File: config.mk
export PLATFORM = sky130hd
export DESIGN_NAME = ieb_enable_bank
export DESIGN_NICKNAME = d
export VERILOG_FILES = /design/src/rtl/ieb_pkg.sv /design/src/rtl/ieb_enable_bank.sv
export SDC_FILE = /design/constraint.sdc
export NUM_CORES = 1
export LEC_CHECK = 0
export BUFFER_PORTS_ARGS = -buffer_cell sky130_fd_sc_hd__buf_2
export CELL_PAD_IN_SITES_DETAIL_PLACEMENT = 1
export CELL_PAD_IN_SITES_GLOBAL_PLACEMENT = 1
export CORE_UTILIZATION = 36
export DETAILED_ROUTE_END_ITERATION = 10
export MAX_ROUTING_LAYER = met4
export PLACE_DENSITY = 0.83
export SLEW_MARGIN = 20
export SYNTH_ARGS = -nofsm -noshare
export SYNTH_HDL_FRONTEND = slang
export SYNTH_SLANG_ARGS = --single-unit
File: constraint.sdc
create_clock -name clk -period 2.9 [get_ports clk]
set_input_delay 0.29 -clock clk [delete_from_list [all_inputs] [get_ports clk]]
set_output_delay 0.29 -clock clk [all_outputs]
set_load 0.02 [all_outputs]
File: src/rtl/ieb_pkg.sv
// package for the upper interrupt-enable bank: register map, masks, reset values
// assumes a 32-bit apb slave port; enable words are 16 bits in the low half
package ieb_pkg;
  // register byte offsets
  localparam logic [11:0] OFF_ENABLE_WORD2 = 12'h000;
  localparam logic [11:0] OFF_ENABLE_WORD3 = 12'h004;
  localparam logic [11:0] OFF_ENABLE_WORD4 = 12'h008;
  localparam logic [11:0] OFF_EVENT_STATUS = 12'h00c;
  localparam logic [11:0] OFF_EVENT_MASK   = 12'h010;
  localparam logic [11:0] OFF_PRIO_ZERO    = 12'h014;
  localparam logic [11:0] OFF_REQ_VIEW2    = 12'h018;
  localparam logic [11:0] OFF_REQ_VIEW3    = 12'h01c;
  localparam logic [11:0] OFF_REQ_VIEW4    = 12'h020;
  // implemented-bit masks, unimplemented positions are zero
  localparam logic [15:0] IMPL_MASK_WORD2  = 16'hdfff;
  localparam logic [15:0] IMPL_MASK_WORD3  = 16'ha7ff;
  localparam logic [15:0] IMPL_MASK_WORD4  = 16'h00f7;
  // reset values
  localparam logic [15:0] RESET_ENABLE     = 16'h0000;
  localparam logic [2:0]  RESET_EVENTS     = 3'h0;
  // event status bit positions
  localparam int EVT_GATED_RISE  = 0;
  localparam int EVT_BLOCKED     = 1;
  localparam int EVT_UNIMPL_WR   = 2;
  localparam int NUM_EVENTS      = 3;
  // bit positions of a few named enables
  localparam int POS_TIMER6      = 15;
  localparam int POS_PWM_FAULT_A = 15;
  localparam int POS_PWM_FAULT_B = 0;

  // one group of 48 source lines, three 16-bit words
  typedef struct packed {
    logic [15:0] word4;
    logic [15:0] word3;
    logic [15:0] word2;
  } ieb_bank_type;

  typedef struct packed {
    logic        psel;
    logic        penable;
    logic        pwrite;
    logic [11:0] paddr;
    logic [31:0] pwdata;
  } ieb_apb_req_type;
endpackage : ieb_pkg

File: src/rtl/ieb_enable_bank.sv
// upper interrupt-enable bank: three enable words gating flags toward priority logic
// assumes flags and priority fields come from neighbouring logic on the same clock
`timescale 1ns/100ps
module ieb_enable_bank
  import ieb_pkg::*;
(
  // clock and reset
  input  wire logic         clk,
  input  wire logic         reset,
  // apb slave
  input  wire logic         psel,
  input  wire logic         penable,
  input  wire logic         pwrite,
  input  wire logic [11:0]  paddr,
  input  wire logic [31:0]  pwdata,
  input  wire logic [3:0]   pstrb,
  output logic      [31:0]  prdata,
  output logic              pready,
  output logic              pslverr,
  // interrupt sources: flags and priority-zero indications
  input  wire ieb_bank_type srcFlag,
  input  wire ieb_bank_type srcPrioZero,
  // gated requests toward priority and vectoring logic
  output ieb_bank_type      gatedReq,
  // summary interrupt
  output logic              irq
);

  // enable group
  ieb_bank_type          enable;
  ieb_bank_type          next_enable;
  // event group: sticky status and its mask
  logic [NUM_EVENTS-1:0] eventStatus;
  logic [NUM_EVENTS-1:0] next_eventStatus;
  logic [NUM_EVENTS-1:0] eventMask;
  logic [NUM_EVENTS-1:0] next_eventMask;
  // request group
  ieb_bank_type          reqComb;
  ieb_bank_type          next_gatedReq;
  // bus answer group
  logic [31:0]           next_prdata;
  logic                  next_pslverr;
  // bus phase qualifiers and shared decode
  logic                  setupPhase;
  logic                  writeAcc;
  logic                  readSetup;
  logic                  hitKnown;
  logic [31:0]           readWord;
  // event sources
  logic                  anyNewReq;
  logic                  anyBlocked;
  logic                  unimplWrite;
  logic                  statusClear;
  logic                  maskWrite;

  // merge a write into an enable word; lower two byte lanes only
  function automatic logic [15:0] mergeWord(input logic [15:0] old, input logic [31:0] wd,
                                            input logic [3:0] strb, input logic [15:0] mask);
    logic [15:0] merged;
    merged = old;
    if (strb[0])
    begin
      merged[7:0] = wd[7:0];
    end
    if (strb[1])
    begin
      merged[15:8] = wd[15:8];
    end
    return merged & mask;
  endfunction : mergeWord

  // does a write touch unimplemented bits in lanes 0 and 1; lanes 2 and 3 are not checked
  function automatic logic touchesUnimpl(input logic [31:0] wd, input logic [3:0] strb,
                                         input logic [15:0] mask);
    logic [15:0] lanes;
    lanes = {{8{strb[1]}}, {8{strb[0]}}};
    return |(wd[15:0] & lanes & ~mask);
  endfunction : touchesUnimpl

  // read mux for every mapped offset; hit tells a mapped offset from a hole
  // an unmapped offset reads as zero
  function automatic logic [31:0] readValue(input logic [11:0] addr,
                                            input ieb_bank_type en,
                                            input logic [NUM_EVENTS-1:0] st,
                                            input logic [NUM_EVENTS-1:0] mk,
                                            input ieb_bank_type pz,
                                            input ieb_bank_type gq,
                                            output logic hit);
    logic [31:0] word;
    word = 32'h0000_0000;
    hit  = 1'b1;
    if (addr == OFF_ENABLE_WORD2)
    begin
      word = {16'h0000, en.word2};
    end
    else if (addr == OFF_ENABLE_WORD3)
    begin
      word = {16'h0000, en.word3};
    end
    else if (addr == OFF_ENABLE_WORD4)
    begin
      word = {16'h0000, en.word4};
    end
    // sticky status and its mask sit in the low bits
    else if (addr == OFF_EVENT_STATUS)
    begin
      word = {{(32-NUM_EVENTS){1'b0}}, st};
    end
    else if (addr == OFF_EVENT_MASK)
    begin
      word = {{(32-NUM_EVENTS){1'b0}}, mk};
    end
    else if (addr == OFF_PRIO_ZERO)
    begin
      // bit 0 only: some source has its priority field at zero
      word = {31'h0000_0000, |pz};
    end
    // read-only views of what the priority logic is offered
    else if (addr == OFF_REQ_VIEW2)
    begin
      word = {16'h0000, gq.word2};
    end
    else if (addr == OFF_REQ_VIEW3)
    begin
      word = {16'h0000, gq.word3};
    end
    else if (addr == OFF_REQ_VIEW4)
    begin
      word = {16'h0000, gq.word4};
    end
    else
    begin
      hit = 1'b0;
    end
    return word;
  endfunction : readValue

  // apb phases; pready never drops because the read word is ready from the setup edge
  assign pready     = 1'b1;
  assign setupPhase = psel && !penable;
  assign writeAcc   = psel && penable && pwrite;
  assign readSetup  = setupPhase && !pwrite;

  // decode once per cycle, shared by the answer group
  always_comb
  begin
    readWord = readValue(paddr, enable, eventStatus, eventMask, srcPrioZero, gatedReq,
                         hitKnown);
  end

  // bus answer: pslverr loads at every setup edge, prdata at a read setup edge, so both stand in the access phase
  always_comb
  begin
    next_prdata  = prdata;
    next_pslverr = 1'b0;
    // a write setup leaves the last read word in place
    if (readSetup)
    begin
      next_prdata = readWord;
    end
    // unmapped offset answers with an error and changes nothing
    if (setupPhase && !hitKnown)
    begin
      next_pslverr = 1'b1;
    end
  end

  // bus answer registers; prdata holds until the next read
  always_ff @(posedge clk)
  begin
    if (reset)
    begin
      prdata  <= 32'h0000_0000;
      pslverr <= 1'b0;
    end
    else
    begin
      prdata  <= next_prdata;
      pslverr <= next_pslverr;
    end
  end

  // enable group: writes land at the access edge, lane by lane
  always_comb
  begin
    next_enable = enable;
    unimplWrite = 1'b0;
    // lanes 2 and 3 carry nothing, the words are only 16 bits wide
    if (writeAcc && paddr == OFF_ENABLE_WORD2)
    begin
      next_enable.word2 = mergeWord(enable.word2, pwdata, pstrb, IMPL_MASK_WORD2);
      unimplWrite       = touchesUnimpl(pwdata, pstrb, IMPL_MASK_WORD2);
    end
    else if (writeAcc && paddr == OFF_ENABLE_WORD3)
    begin
      next_enable.word3 = mergeWord(enable.word3, pwdata, pstrb, IMPL_MASK_WORD3);
      unimplWrite       = touchesUnimpl(pwdata, pstrb, IMPL_MASK_WORD3);
    end
    else if (writeAcc && paddr == OFF_ENABLE_WORD4)
    begin
      next_enable.word4 = mergeWord(enable.word4, pwdata, pstrb, IMPL_MASK_WORD4);
      unimplWrite       = touchesUnimpl(pwdata, pstrb, IMPL_MASK_WORD4);
    end
    // a write to any other offset falls through and leaves the enables alone
  end

  // enable registers
  always_ff @(posedge clk)
  begin
    if (reset)
    begin
      enable <= '{word4: RESET_ENABLE, word3: RESET_ENABLE, word2: RESET_ENABLE};
    end
    else
    begin
      enable <= next_enable;
    end
  end

  // request group: gating is combinational, the result is registered once
  always_comb
  begin
    // priority zero disables
    // a cleared enable blocks from the next cycle, no draining
    reqComb       = srcFlag & enable & ~srcPrioZero;
    next_gatedReq = reqComb;
  end

  // request registers; one cycle from flag or enable to the priority logic
  always_ff @(posedge clk)
  begin
    if (reset)
    begin
      gatedReq <= '0;
    end
    else
    begin
      gatedReq <= next_gatedReq;
    end
  end

  // event sources; the blocked event repeats while the flag waits, which is harmless
  always_comb
  begin
    // a request newly passed toward the priority logic
    anyNewReq   = |(reqComb & ~gatedReq);
    // a raised flag held back by its enable, whatever its priority-zero level
    anyBlocked  = |(srcFlag & ~enable & ~gatedReq & ~reqComb);
    // status clear and mask write use lane 0 only
    statusClear = writeAcc && paddr == OFF_EVENT_STATUS && pstrb[0];
    maskWrite   = writeAcc && paddr == OFF_EVENT_MASK && pstrb[0];
  end

  // event group next values; set wins over a write-one clear in the same cycle
  always_comb
  begin
    next_eventMask   = eventMask;
    next_eventStatus = eventStatus;
    if (maskWrite)
    begin
      next_eventMask = pwdata[NUM_EVENTS-1:0];
    end
    if (statusClear)
    begin
      next_eventStatus = eventStatus & ~pwdata[NUM_EVENTS-1:0];
    end
    next_eventStatus[EVT_GATED_RISE] = next_eventStatus[EVT_GATED_RISE] | anyNewReq;
    next_eventStatus[EVT_BLOCKED]    = next_eventStatus[EVT_BLOCKED] | anyBlocked;
    next_eventStatus[EVT_UNIMPL_WR]  = next_eventStatus[EVT_UNIMPL_WR] | unimplWrite;
  end

  // event registers; the mask resets to zero so irq stays low until software opts in
  always_ff @(posedge clk)
  begin
    if (reset)
    begin
      eventStatus <= RESET_EVENTS;
      eventMask   <= RESET_EVENTS;
    end
    else
    begin
      eventStatus <= next_eventStatus;
      eventMask   <= next_eventMask;
    end
  end

  // level interrupt; software must clear the status, masking only hides it
  assign irq = |(eventStatus & eventMask);

endmodule : ieb_enable_bank

==> results.tsv, run 1 <==
stage	metric	value	unit
pwr	Cell Int Power	0.00222	W
global_route	global-route wire length before repair	33100	um
drt	WL/cell	23.2	um
clock_tree	clock latency on the worst-skew pair	0.36	ns
pwr	Power Density	461	nW/um2
clock_tree	clk sinks	93	
synth	Synth area leaders	dfxtp_1 (36%), nor4bb_1 (8.9%), buf_4 (4.6%)	
synth	most frequent cell after synthesis	dfxtp_1	
sta	# setup viols final	0	
synth	Yosys warning total	0	
flow_run	# Max-Cap Violations	0	
synth	share of the synthesized area in the top cell type	0.359	
drt	routed wire length	22600	um
synth	EDFF count, synth	0	
clock_tree	clk root buf	clkbuf_16	
drt	met3 routed WL	1710	um
global_route	Global Route Usage Sum	0.312	
drt	starting DRC count in detailed routing	457	
place	RD Place Congestion	0.909	
pwr	net switching power	0.000772	W
final_layout	Core Util, Final	0.465	
pwr	Reg power frac	0.432	
sta	Tcrit/Tclk final	0.750	
drt	DR top layer	met4	
global_route	vias in the first global route	5792	
critical_path	CP Data Required Time	3.11	ns
drt	ANT nets after route	0	
critical_path	Worst path max stage delay	0.57	ns
final_layout	P&R area growth vs syn	25.1	%
synth	Post-synth ARST share	0	
critical_path	Arr. time, crit path	2.38	ns
clock_tree	H-tree Lvls	3	
sta	setup TNS	0	ns
sta	Worst-Margin Slew	0.953	ns
critical_path	Critical Path Fanout Max	5	
pwr	maximum vdd drop	293	uV
critical_path	FF-to-FF setup slack	0.73	ns
sta	hold_ws	0.127	ns
drt	drt pass-1 iters	5	
outcome	outcome	completed	
pwr	clock share of power	0.448	
place	Port-buffer cells	183	
critical_path	Critical path origin	enable[16]	
final_layout	final std cells w/o fill	972	
synth	Synth Flop Type	dfxtp_1	
die	die area	14900	um2
pwr	Leakage	2.74	nW
drt	vias	5873	
die	Die Y	122	um
die	die width	122	um
die	row count	43	
drt	Routed met1 length	9580	um
clock_tree	CTS resizes	0	
critical_path	cells on worst reg2reg path	5	
synth	Unique masters post-synth	63	
pwr	Combinational Power Share	0.120	
clock_tree	Clock Pin Slew Worst Setup and Hold Paths	0.07	ns
synth	Mapped Area	5180	um2
sta	RSZ-0062 raised after global routing	false	
die	I/O pins	232	
place	DP Wirelength	17800	um
die	area of the core	13900	um2
global_route	grt ovf	0	
critical_path	slowest CP cell	nor4_1	
clock_tree	setup bufs post-CTS	0	
critical_path	Worst Setup EP	eventStatus[1]	
critical_path	Startpoint Class	flop	
drt	Via density	6.04	
synth	Post-Syn Instances	613	
sta	Final min period	2.17	ns
sta	Final Hold Vio Count	0	
sta	Clock Skews	0.00631	ns
critical_path	kind of critical path	reg2reg	
drt	DR WL met2	10500	um
global_route	initial antenna violation count	0	
critical_path	worst path cell trace	nor3b_1, nor4_1, nand4_1, nor4_1, a21oi_1	
critical_path	RR Endpoint	eventStatus[1]	
critical_path	Crit Reg-Reg Startpoint	enable[16]	
synth	Syn Area/Cell	8.45	um2
clock_tree	buffer depth of the longest clock path	2	
place	total placed cells including tap cells	955	
synth	leading cell types by count after synthesis	dfxtp_1 (93), nor2_1 (62), a21oi_1 (46), nor4bb_1 (46), nand2_1 (45)	
clock_tree	TritonCTS clock tree	done	
die	Initial Utilization	0.372	
global_route	largest net degree at the start of global routing	80	
synth	cell taking the most area after synthesis	dfxtp_1	
critical_path	CP most frequent cell	nor4_1	
pwr	sw frac	0.258	
clock_tree	CTS Hold Bufs	0	
clock_tree	total CTS buffers	9	
synth	post-synthesis sequential area ratio	0.359	
sta	Rel. slew slack	0.356	
final_layout	fraction of layout cells with a size suffix above 1	0.283	
hold_path	Hold Crit Class	in2reg	
synth	Seq cells post-synth	93	
drt	drc violations	0	
critical_path	CP endpoint kind	flop	
sta	Max Slew Vio Count	0	
sta	fmax	460	MHz
final_layout	Net count, final	935	
-- flip-flops by register name, indices dropped and copies added, names as in the netlist --
| register | cells |
|---|---|
| enable | 35 |
| eventMask | 3 |
| eventStatus | 3 |
| gatedReq | 35 |
| prdata | 16 |
| pslverr | 1 |
-- cells in the final DEF (no fill, tap or decap), types with 3 or more instances in the layout --
master | Yosys | routed
buf_4 | 32 | 9
buf_2 | 3 | 183
o32ai_1 | 4 | 4
nor2_1 | 62 | 62
mux2i_1 | 22 | 22
nor3_1 | 5 | 5
inv_1 | 7 | 7
nand3_1 | 16 | 16
nor3b_1 | 27 | 26
a22oi_1 | 5 | 5
and2_1 | 3 | 3
a21oi_1 | 46 | 46
nor4bb_1 | 46 | 46
clkbuf_16 | 0 | 9
o22ai_1 | 10 | 10
a221oi_1 | 4 | 4
or4_1 | 3 | 3
nand3b_1 | 11 | 11
dfxtp_1 | 93 | 93
conb_1 | 2 | 30
nor4_1 | 27 | 27
nor2b_1 | 5 | 5
o21ai_0 | 32 | 32
nand4_1 | 13 | 13
nand2b_1 | 9 | 9
nor4b_1 | 5 | 5
nand2_1 | 45 | 45
a31oi_1 | 8 | 8
-- kinds of logic (layout without fill, tap and decap cells) --
kind of cell / count (synthesis) / in the layout / synth area share
flip-flops: 93 / 93 / 0.359
AND/OR/NAND/NOR: 295 / 295 / 0.361
buffers and inverters: 66 / 216 / 0.0732
other: 2 / 31 / 0.00145
AO/OA/AOI/OAI: 133 / 133 / 0.158
multiplexers: 24 / 24 / 0.0468
-- metal layers --
layer | global-route usage | vias to the layer above
met5 | - | -
met4 | 0.140 | 0
met3 | 0.0557 | 68
met2 | 0.490 | 306
met1 | 0.388 | 2889
li1 | - | 2610
-- stage by stage --
step	worst slack [ns]	area [um2]	power, W
after floorplan	1.16	5290	0.00152
after global placement	0.663	6150	0.00166
after detailed placement	0.629	6150	0.00167
after CTS	0.811	6480	0.00299
after global routing	0.658	6480	0.00306
final	0.726	6480	0.00299
-- critical path: cells and delay by family (launching register included) --
family	cells	cell delay, ns
and+or+nand+nor	4	1.39
DFF	1	0.49
AOI/OAI and AO/OA	1	0.13
-- layout make-up --
class | instances | area [um2]
fill | 1735 | 7450
multi-input combinational | 482 | 3050
sequential | 93 | 1860
timing repair buffer | 192 | 983
clock buffer | 13 | 260
tap | 180 | 225
clock inverter | 3 | 67.6
inverter | 8 | 30.0
antenna | 1 | 2.50
-- worst min path at each step --
| stage | startpoint | end | slack [ns] | depth (start not counted) |
|---|---|---|---|---|
| 6_report | srcPrioZero[32] | gatedReq[32] | 0.13 | 2 |
| 5_1_grt | srcPrioZero[32] | gatedReq[32] | 0.13 | 2 |
| 4_1_cts | srcPrioZero[8] | gatedReq[8] | 0.12 | 2 |
| 3_5_place_dp | prdata[10] | prdata[10] | 0.48 | 2 |
| 3_3_place_gp | prdata[9] | prdata[9] | 0.47 | 2 |
| 2_1_floorplan | srcPrioZero[0] | gatedReq[0] | 0.37 | 1 |
-- power groups by stage --
stage | clock, W | combinational, W | sequential, W
final | 0.00134 | 0.000359 | 0.00129
after global routing | 0.00139 | 0.000379 | 0.00129
after CTS | 0.00135 | 0.000352 | 0.00129
after detailed placement | 0 | 0.000349 | 0.00132
after global placement | 0 | 0.000341 | 0.00132
after floorplan | 0 | 0.000187 | 0.00133
No activity file was read; power rests on OpenSTA's default activity.
==> run 2: changes to the inputs <==
--- a/config.mk
+++ b/config.mk
@@ -8,10 +8,10 @@
 export BUFFER_PORTS_ARGS = -buffer_cell sky130_fd_sc_hd__buf_2
 export CELL_PAD_IN_SITES_DETAIL_PLACEMENT = 1
 export CELL_PAD_IN_SITES_GLOBAL_PLACEMENT = 1
-export CORE_UTILIZATION = 36
+export CORE_UTILIZATION = 34
 export DETAILED_ROUTE_END_ITERATION = 10
 export MAX_ROUTING_LAYER = met4
-export PLACE_DENSITY = 0.83
+export PLACE_DENSITY = 0.79
 export SLEW_MARGIN = 20
 export SYNTH_ARGS = -nofsm -noshare
 export SYNTH_HDL_FRONTEND = slang
==> constraint.sdc (replaced) <==
create_clock -name clk -period 2.3 [get_ports clk]
set_input_delay 0.23 -clock clk [delete_from_list [all_inputs] [get_ports clk]]
set_output_delay 0.23 -clock clk [all_outputs]
set_load 0.02 [all_outputs]
==> results.tsv, run 2 (synthesis results as in run 1) <==
stage	metric	value	unit	change
place	DP Wirelength	18300	um	was 17800 um
sta	# setup viols final	0		unchanged
sta	Final min period	2.00	ns	was 2.17 ns
place	DP Area	6310	um2	was 6150 um2
final_layout	Final Cell Area	6590	um2	was 6480 um2
hold_path	Hold Crit Class	in2reg		unchanged
clock_tree	clk root buf	clkbuf_16		unchanged
final_layout	fraction of layout cells with a size suffix above 1	0.301		was 0.283
die	area of the core	14700	um2	was 13900 um2
global_route	initial antenna violation count	0		unchanged
final_layout	most common cell after layout, fill and taps aside	buf_2		unchanged
global_route	global-route wire length before repair	34400	um	was 33100 um
drt	starting DRC count in detailed routing	523		was 457
critical_path	kind of critical path	reg2reg		unchanged
sta	Clock Skews	0.00895	ns	was 0.00631 ns
pwr	Leakage	2.83	nW	was 2.74 nW
outcome	outcome	complete, but fails checks		was completed
clock_tree	buffer depth of the longest clock path	2		unchanged
sta	fmax	500	MHz	was 460 MHz
final_layout	Net count, final	954		was 935
final_layout	leading cell types in the layout, fill and taps excluded	buf_2 (183), dfxtp_1 (93), nor2_1 (62), a21oi_1 (46), nor4bb_1 (46)		unchanged
drt	drc violations	14		was 0
clock_tree	Clock Pin Slew Worst Setup and Hold Paths	0.07	ns	about the same
die	Initial Utilization	0.352		was 0.372
drt	DR top layer	met4		unchanged
final_layout	biggest regs	enable (35), gatedReq (35), prdata (16)		unchanged
clock_tree	H-tree Lvls	3		unchanged
sta	Setup WS post-layout	0.299	ns	was 0.726 ns
sta	Final Hold Vio Count	0		unchanged
drt	met3 routed WL	1790	um	was 1710 um
sta	RSZ-0062 raised after global routing	false		unchanged
drt	routed wire length	23200	um	was 22600 um
die	die area	15700	um2	was 14900 um2
clock_tree	total CTS buffers	9		unchanged
sta	Rel. slew slack	0.439		was 0.356
die	I/O pins	232		unchanged
global_route	grt ovf	0		unchanged
critical_path	CP Data Required Time	2.52	ns	was 3.11 ns
drt	vias	5895		was 5873
final_layout	P&R area growth vs syn	27.3	%	was 25.1%
sta	Worst-Margin Slew	0.831	ns	was 0.953 ns
sta	hold_ws	0.0664	ns	was 0.127 ns
drt	DR WL met2	10900	um	was 10500 um
pwr	maximum vdd drop	353	uV	was 293 uV
drt	WL/cell	23.3	um	was 23.2 um
global_route	Global Route Usage Sum	0.300		was 0.312
global_route	largest net degree at the start of global routing	47		was 80
die	die width	125	um	was 122 um
critical_path	Critical Path Fanout Max	4		was 5
sta	Tcrit/Tclk final	0.870		was 0.750
clock_tree	clk sinks	93		unchanged
drt	Via density	5.93		was 6.04
drt	drt pass-1 iters	8		was 5
critical_path	Arr. time, crit path	2.22	ns	was 2.38 ns
clock_tree	CTS Hold Bufs	0		unchanged
clock_tree	CTS resizes	0		unchanged
global_route	vias in the first global route	5953		was 5792
drt	ANT nets after route	0		unchanged
sta	setup TNS	0	ns	unchanged
place	RD Place Congestion	0.951		was 0.909
clock_tree	setup bufs post-CTS	0		unchanged
clock_tree	clock latency on the worst-skew pair	0.36	ns	about the same
place	dpl ws	0.146	ns	was 0.629 ns
place	Port-buffer cells	183		unchanged
outcome	failing checks	design-rule violations		
critical_path	CP endpoint kind	flop		unchanged
final_layout	Antenna diodes	0		was 1
drt	Routed met1 length	9780	um	was 9580 um
critical_path	Startpoint Class	flop		unchanged
flow_run	# Max-Cap Violations	0		unchanged
sta	Max Slew Vio Count	0		unchanged
pwr	Power Density	544	nW/um2	was 461 nW/um2
clock_tree	TritonCTS clock tree	done		unchanged
die	Die Y	125	um	was 122 um
die	row count	44		was 43
==> run 2: worst paths after layout <==
check	startpoint	endpoint	slack (ns)	cells after the start
max	gatedReq[36]	eventStatus[1]	0.30	5
min	srcPrioZero[14]	gatedReq[14]	0.07	2
max reg2reg	gatedReq[36]	eventStatus[1]	0.30	5
min reg2reg	prdata[10]	prdata[10]	0.49	2
==> run 2: per-stage QoR <==
| step | cells | power, W | util |
|---|---|---|---|
| 6_report | 994 | 0.00359 | 0.449 |
| 5_1_grt | 994 | 0.00369 | 0.449 |
| 4_1_cts | 994 | 0.00358 | 0.449 |
| 3_5_place_dp | 978 | 0.00212 | 0.429 |
| 3_3_place_gp | 978 | 0.00211 | 0.429 |
| 2_1_floorplan | 641 | 0.00191 | - |
==> run 2: routing by layer <==
| metal | up-vias | track usage |
|---|---|---|
| li1 | 2637 | - |
| met1 | 2902 | 0.363 |
| met2 | 302 | 0.491 |
| met3 | 54 | 0.0595 |
| met4 | 0 | 0.118 |
| met5 | - | - |
==> run 2: layout make-up <==
cell class	count	area (um2)
flip-flops and latches	93	1860
multi-input cells	482	3050
well taps	184	230
clock buffers	11	243
repair buffers	211	1140
clock inverters	5	40.0
fillers	1839	8110
inverters	8	30.0
==> run 2: critical path, cell delays in order (launching register included) <==
cell     delay, ns
dfxtp_1       0.43
nor3b_1       0.08
nor4_1        0.61
nand4_1       0.17
nor4_1        0.46
a21oi_1       0.12
==> run 2: power breakdown <==
part / leakage (nW) / total [W] / internal, W / switching, W
clock network: 0.141 / 0.00150 / 0.000777 / 0.000720
logic: 1.94 / 0.000462 / 0.000168 / 0.000294
registers: 0.751 / 0.00163 / 0.00162 / 0.00000759
total: 2.83 / 0.00359 / 0.00257 / 0.00102
==> run 3: changes to the inputs <==
--- a/config.mk
+++ b/config.mk
@@ -11,7 +11,7 @@
 export CORE_UTILIZATION = 34
 export DETAILED_ROUTE_END_ITERATION = 10
 export MAX_ROUTING_LAYER = met4
-export PLACE_DENSITY = 0.79
+export PLACE_DENSITY = 0.89
 export SLEW_MARGIN = 20
 export SYNTH_ARGS = -nofsm -noshare
 export SYNTH_HDL_FRONTEND = slang
==> results.tsv, run 3 (synthesis results as in run 1) <==
stage	metric	value	unit	change
final_layout	P&R area growth vs syn	27.7	%	was 27.3%
critical_path	Crit Reg-Reg Startpoint	enable[36]		was gatedReq[36]
critical_path	CP endpoint kind	flop		unchanged
global_route	initial antenna violation count	0		unchanged
place	dpl ws	0.0986	ns	was 0.146 ns
sta	RSZ-0062 raised after global routing	false		unchanged
final_layout	Core Util, Final	0.450		was 0.449
hold_path	hold path startpoint	srcPrioZero[21]		was srcPrioZero[14]
critical_path	Critical path origin	enable[36]		was gatedReq[36]
critical_path	Crit path depth	7		was 5
final_layout	Antenna diodes	0		unchanged
drt	ANT nets after route	0		unchanged
drt	routed wire length	23600	um	was 23200 um
place	total placed cells including tap cells	978		unchanged
critical_path	Worst path max stage delay	0.42	ns	was 0.61 ns
critical_path	slowest CP cell	dfxtp_1		was nor4_1
drt	Via density	6.08		was 5.93
pwr	Power Density	560	nW/um2	was 544 nW/um2
sta	Max Slew Vio Count	0		unchanged
die	die area	15700	um2	unchanged
clock_tree	total CTS buffers	9		unchanged
critical_path	worst path cell trace	nor3b_1, nor4_1, buf_4, nand4_1, nor4_1, buf_4, a21oi_1		was nor3b_1, nor4_1, nand4_1, nor4_1, a21oi_1
sta	Clock Skews	0.00859	ns	was 0.00895 ns
outcome	failing checks	design-rule violations		unchanged
place	DP Wirelength	18400	um	was 18300 um
critical_path	Critical Path Fanout Max	4		unchanged
drt	vias	6033		was 5895
clock_tree	TritonCTS clock tree	done		unchanged
sta	Rel. slew slack	0.390		was 0.439
critical_path	cells on worst reg2reg path	7		was 5
sta	setup TNS	0	ns	unchanged
critical_path	CP Data Required Time	2.49	ns	was 2.52 ns
sta	Setup WS post-layout	0.376	ns	was 0.299 ns
die	Initial Utilization	0.352		unchanged
final_layout	fraction of layout cells with a size suffix above 1	0.300		was 0.301
clock_tree	H-tree Lvls	3		unchanged
critical_path	kind of critical path	reg2reg		unchanged
clock_tree	clk sinks	93		unchanged
die	row count	44		unchanged
clock_tree	Clock Pin Slew Worst Setup and Hold Paths	0.07	ns	about the same
critical_path	cell family with most CP delay	simple AND/OR/NAND/NOR gates		unchanged
clock_tree	CTS Hold Bufs	0		unchanged
clock_tree	buffer depth of the longest clock path	2		unchanged
die	I/O pins	232		unchanged
pwr	Leakage	2.84	nW	was 2.83 nW
place	RD Place Congestion	0.927		was 0.951
clock_tree	clock latency on the worst-skew pair	0.35	ns	was 0.36 ns
die	die width	125	um	unchanged
critical_path	FF-to-FF setup slack	0.38	ns	was 0.30 ns
clock_tree	clk root buf	clkbuf_16		unchanged
sta	hold_ws	0.0767	ns	was 0.0664 ns
drt	WL/cell	23.7	um	was 23.3 um
clock_tree	setup bufs post-CTS	0		unchanged
sta	Worst-Margin Slew	0.915	ns	was 0.831 ns
global_route	vias in the first global route	5949		was 5953
outcome	outcome	complete, but fails checks		unchanged
final_layout	biggest regs	enable (35), gatedReq (35), prdata (16)		unchanged
flow_run	# Max-Cap Violations	0		unchanged
hold_path	Hold Crit Class	in2reg		unchanged
sta	# setup viols final	0		unchanged
global_route	global-route wire length before repair	34500	um	was 34400 um
sta	Final min period	1.92	ns	was 2.00 ns
critical_path	RR Endpoint	eventStatus[1]		unchanged
clock_tree	CTS resizes	0		unchanged
drt	drc violations	12		was 14
place	Port-buffer cells	183		unchanged
global_route	grt ovf	0		unchanged
final_layout	Net count, final	954		unchanged
final_layout	final std cells w/o fill	992		was 994
pwr	maximum vdd drop	341	uV	was 353 uV
sta	fmax	520	MHz	was 500 MHz
drt	starting DRC count in detailed routing	681		was 523
final_layout	leading cell types in the layout, fill and taps excluded	buf_2 (183), dfxtp_1 (93), nor2_1 (62), a21oi_1 (46), nor4bb_1 (46)		unchanged
sta	Tcrit/Tclk final	0.837		was 0.870
die	Die Y	125	um	unchanged
global_route	largest net degree at the start of global routing	80		was 47
critical_path	CP Buf/Inv Count	2		was 0
die	area of the core	14700	um2	unchanged
final_layout	most common cell after layout, fill and taps aside	buf_2		unchanged
sta	Final Hold Vio Count	0		unchanged
global_route	Global Route Usage Sum	0.301		was 0.300
critical_path	Arr. time, crit path	2.11	ns	was 2.22 ns
drt	drt pass-1 iters	8		unchanged
critical_path	Startpoint Class	flop		unchanged
critical_path	Worst Setup EP	eventStatus[1]		unchanged
[run 3: worst min path at each step]
stage | endpoint | slack, ns | cells after the start
finish | gatedReq[21] | 0.08 | 2
detailed placement | gatedReq[8] | 0.44 | 2
global route | gatedReq[21] | 0.08 | 2
CTS | gatedReq[8] | 0.07 | 2
global placement | gatedReq[8] | 0.43 | 2
floorplan | gatedReq[0] | 0.31 | 1
[run 3: through the flow]
step           power (W)  instance area, um2
6_report         0.00370                6610
5_1_grt          0.00380                6610
4_1_cts          0.00370                6610
3_5_place_dp     0.00212                6310
3_3_place_gp     0.00211                6310
2_1_floorplan    0.00191                5290
[run 3: area by class of cell]
| class | instances | area [um2] |
|---|---|---|
| sequential | 93 | 1860 |
| multi-input combinational | 482 | 3050 |
| timing repair buffer | 211 | 1140 |
| clock inverter | 4 | 73.8 |
| clock buffer | 10 | 229 |
| tap | 184 | 230 |
| inverter | 8 | 30.0 |
| fill | 1826 | 8090 |
[run 3: routing by layer]
metal	share of wire	track usage
met2	0.47	0.474
met1	0.39	0.365
met3	0.11	0.0779
met5	0	-
met4	0.035	0.120
[run 3: power by group]
group	internal, W	switching [W]	leakage [nW]
logic	0.000170	0.000299	1.94
clock network	0.000944	0.000661	0.149
registers	0.00162	0.00000815	0.751
total	0.00274	0.000968	2.84
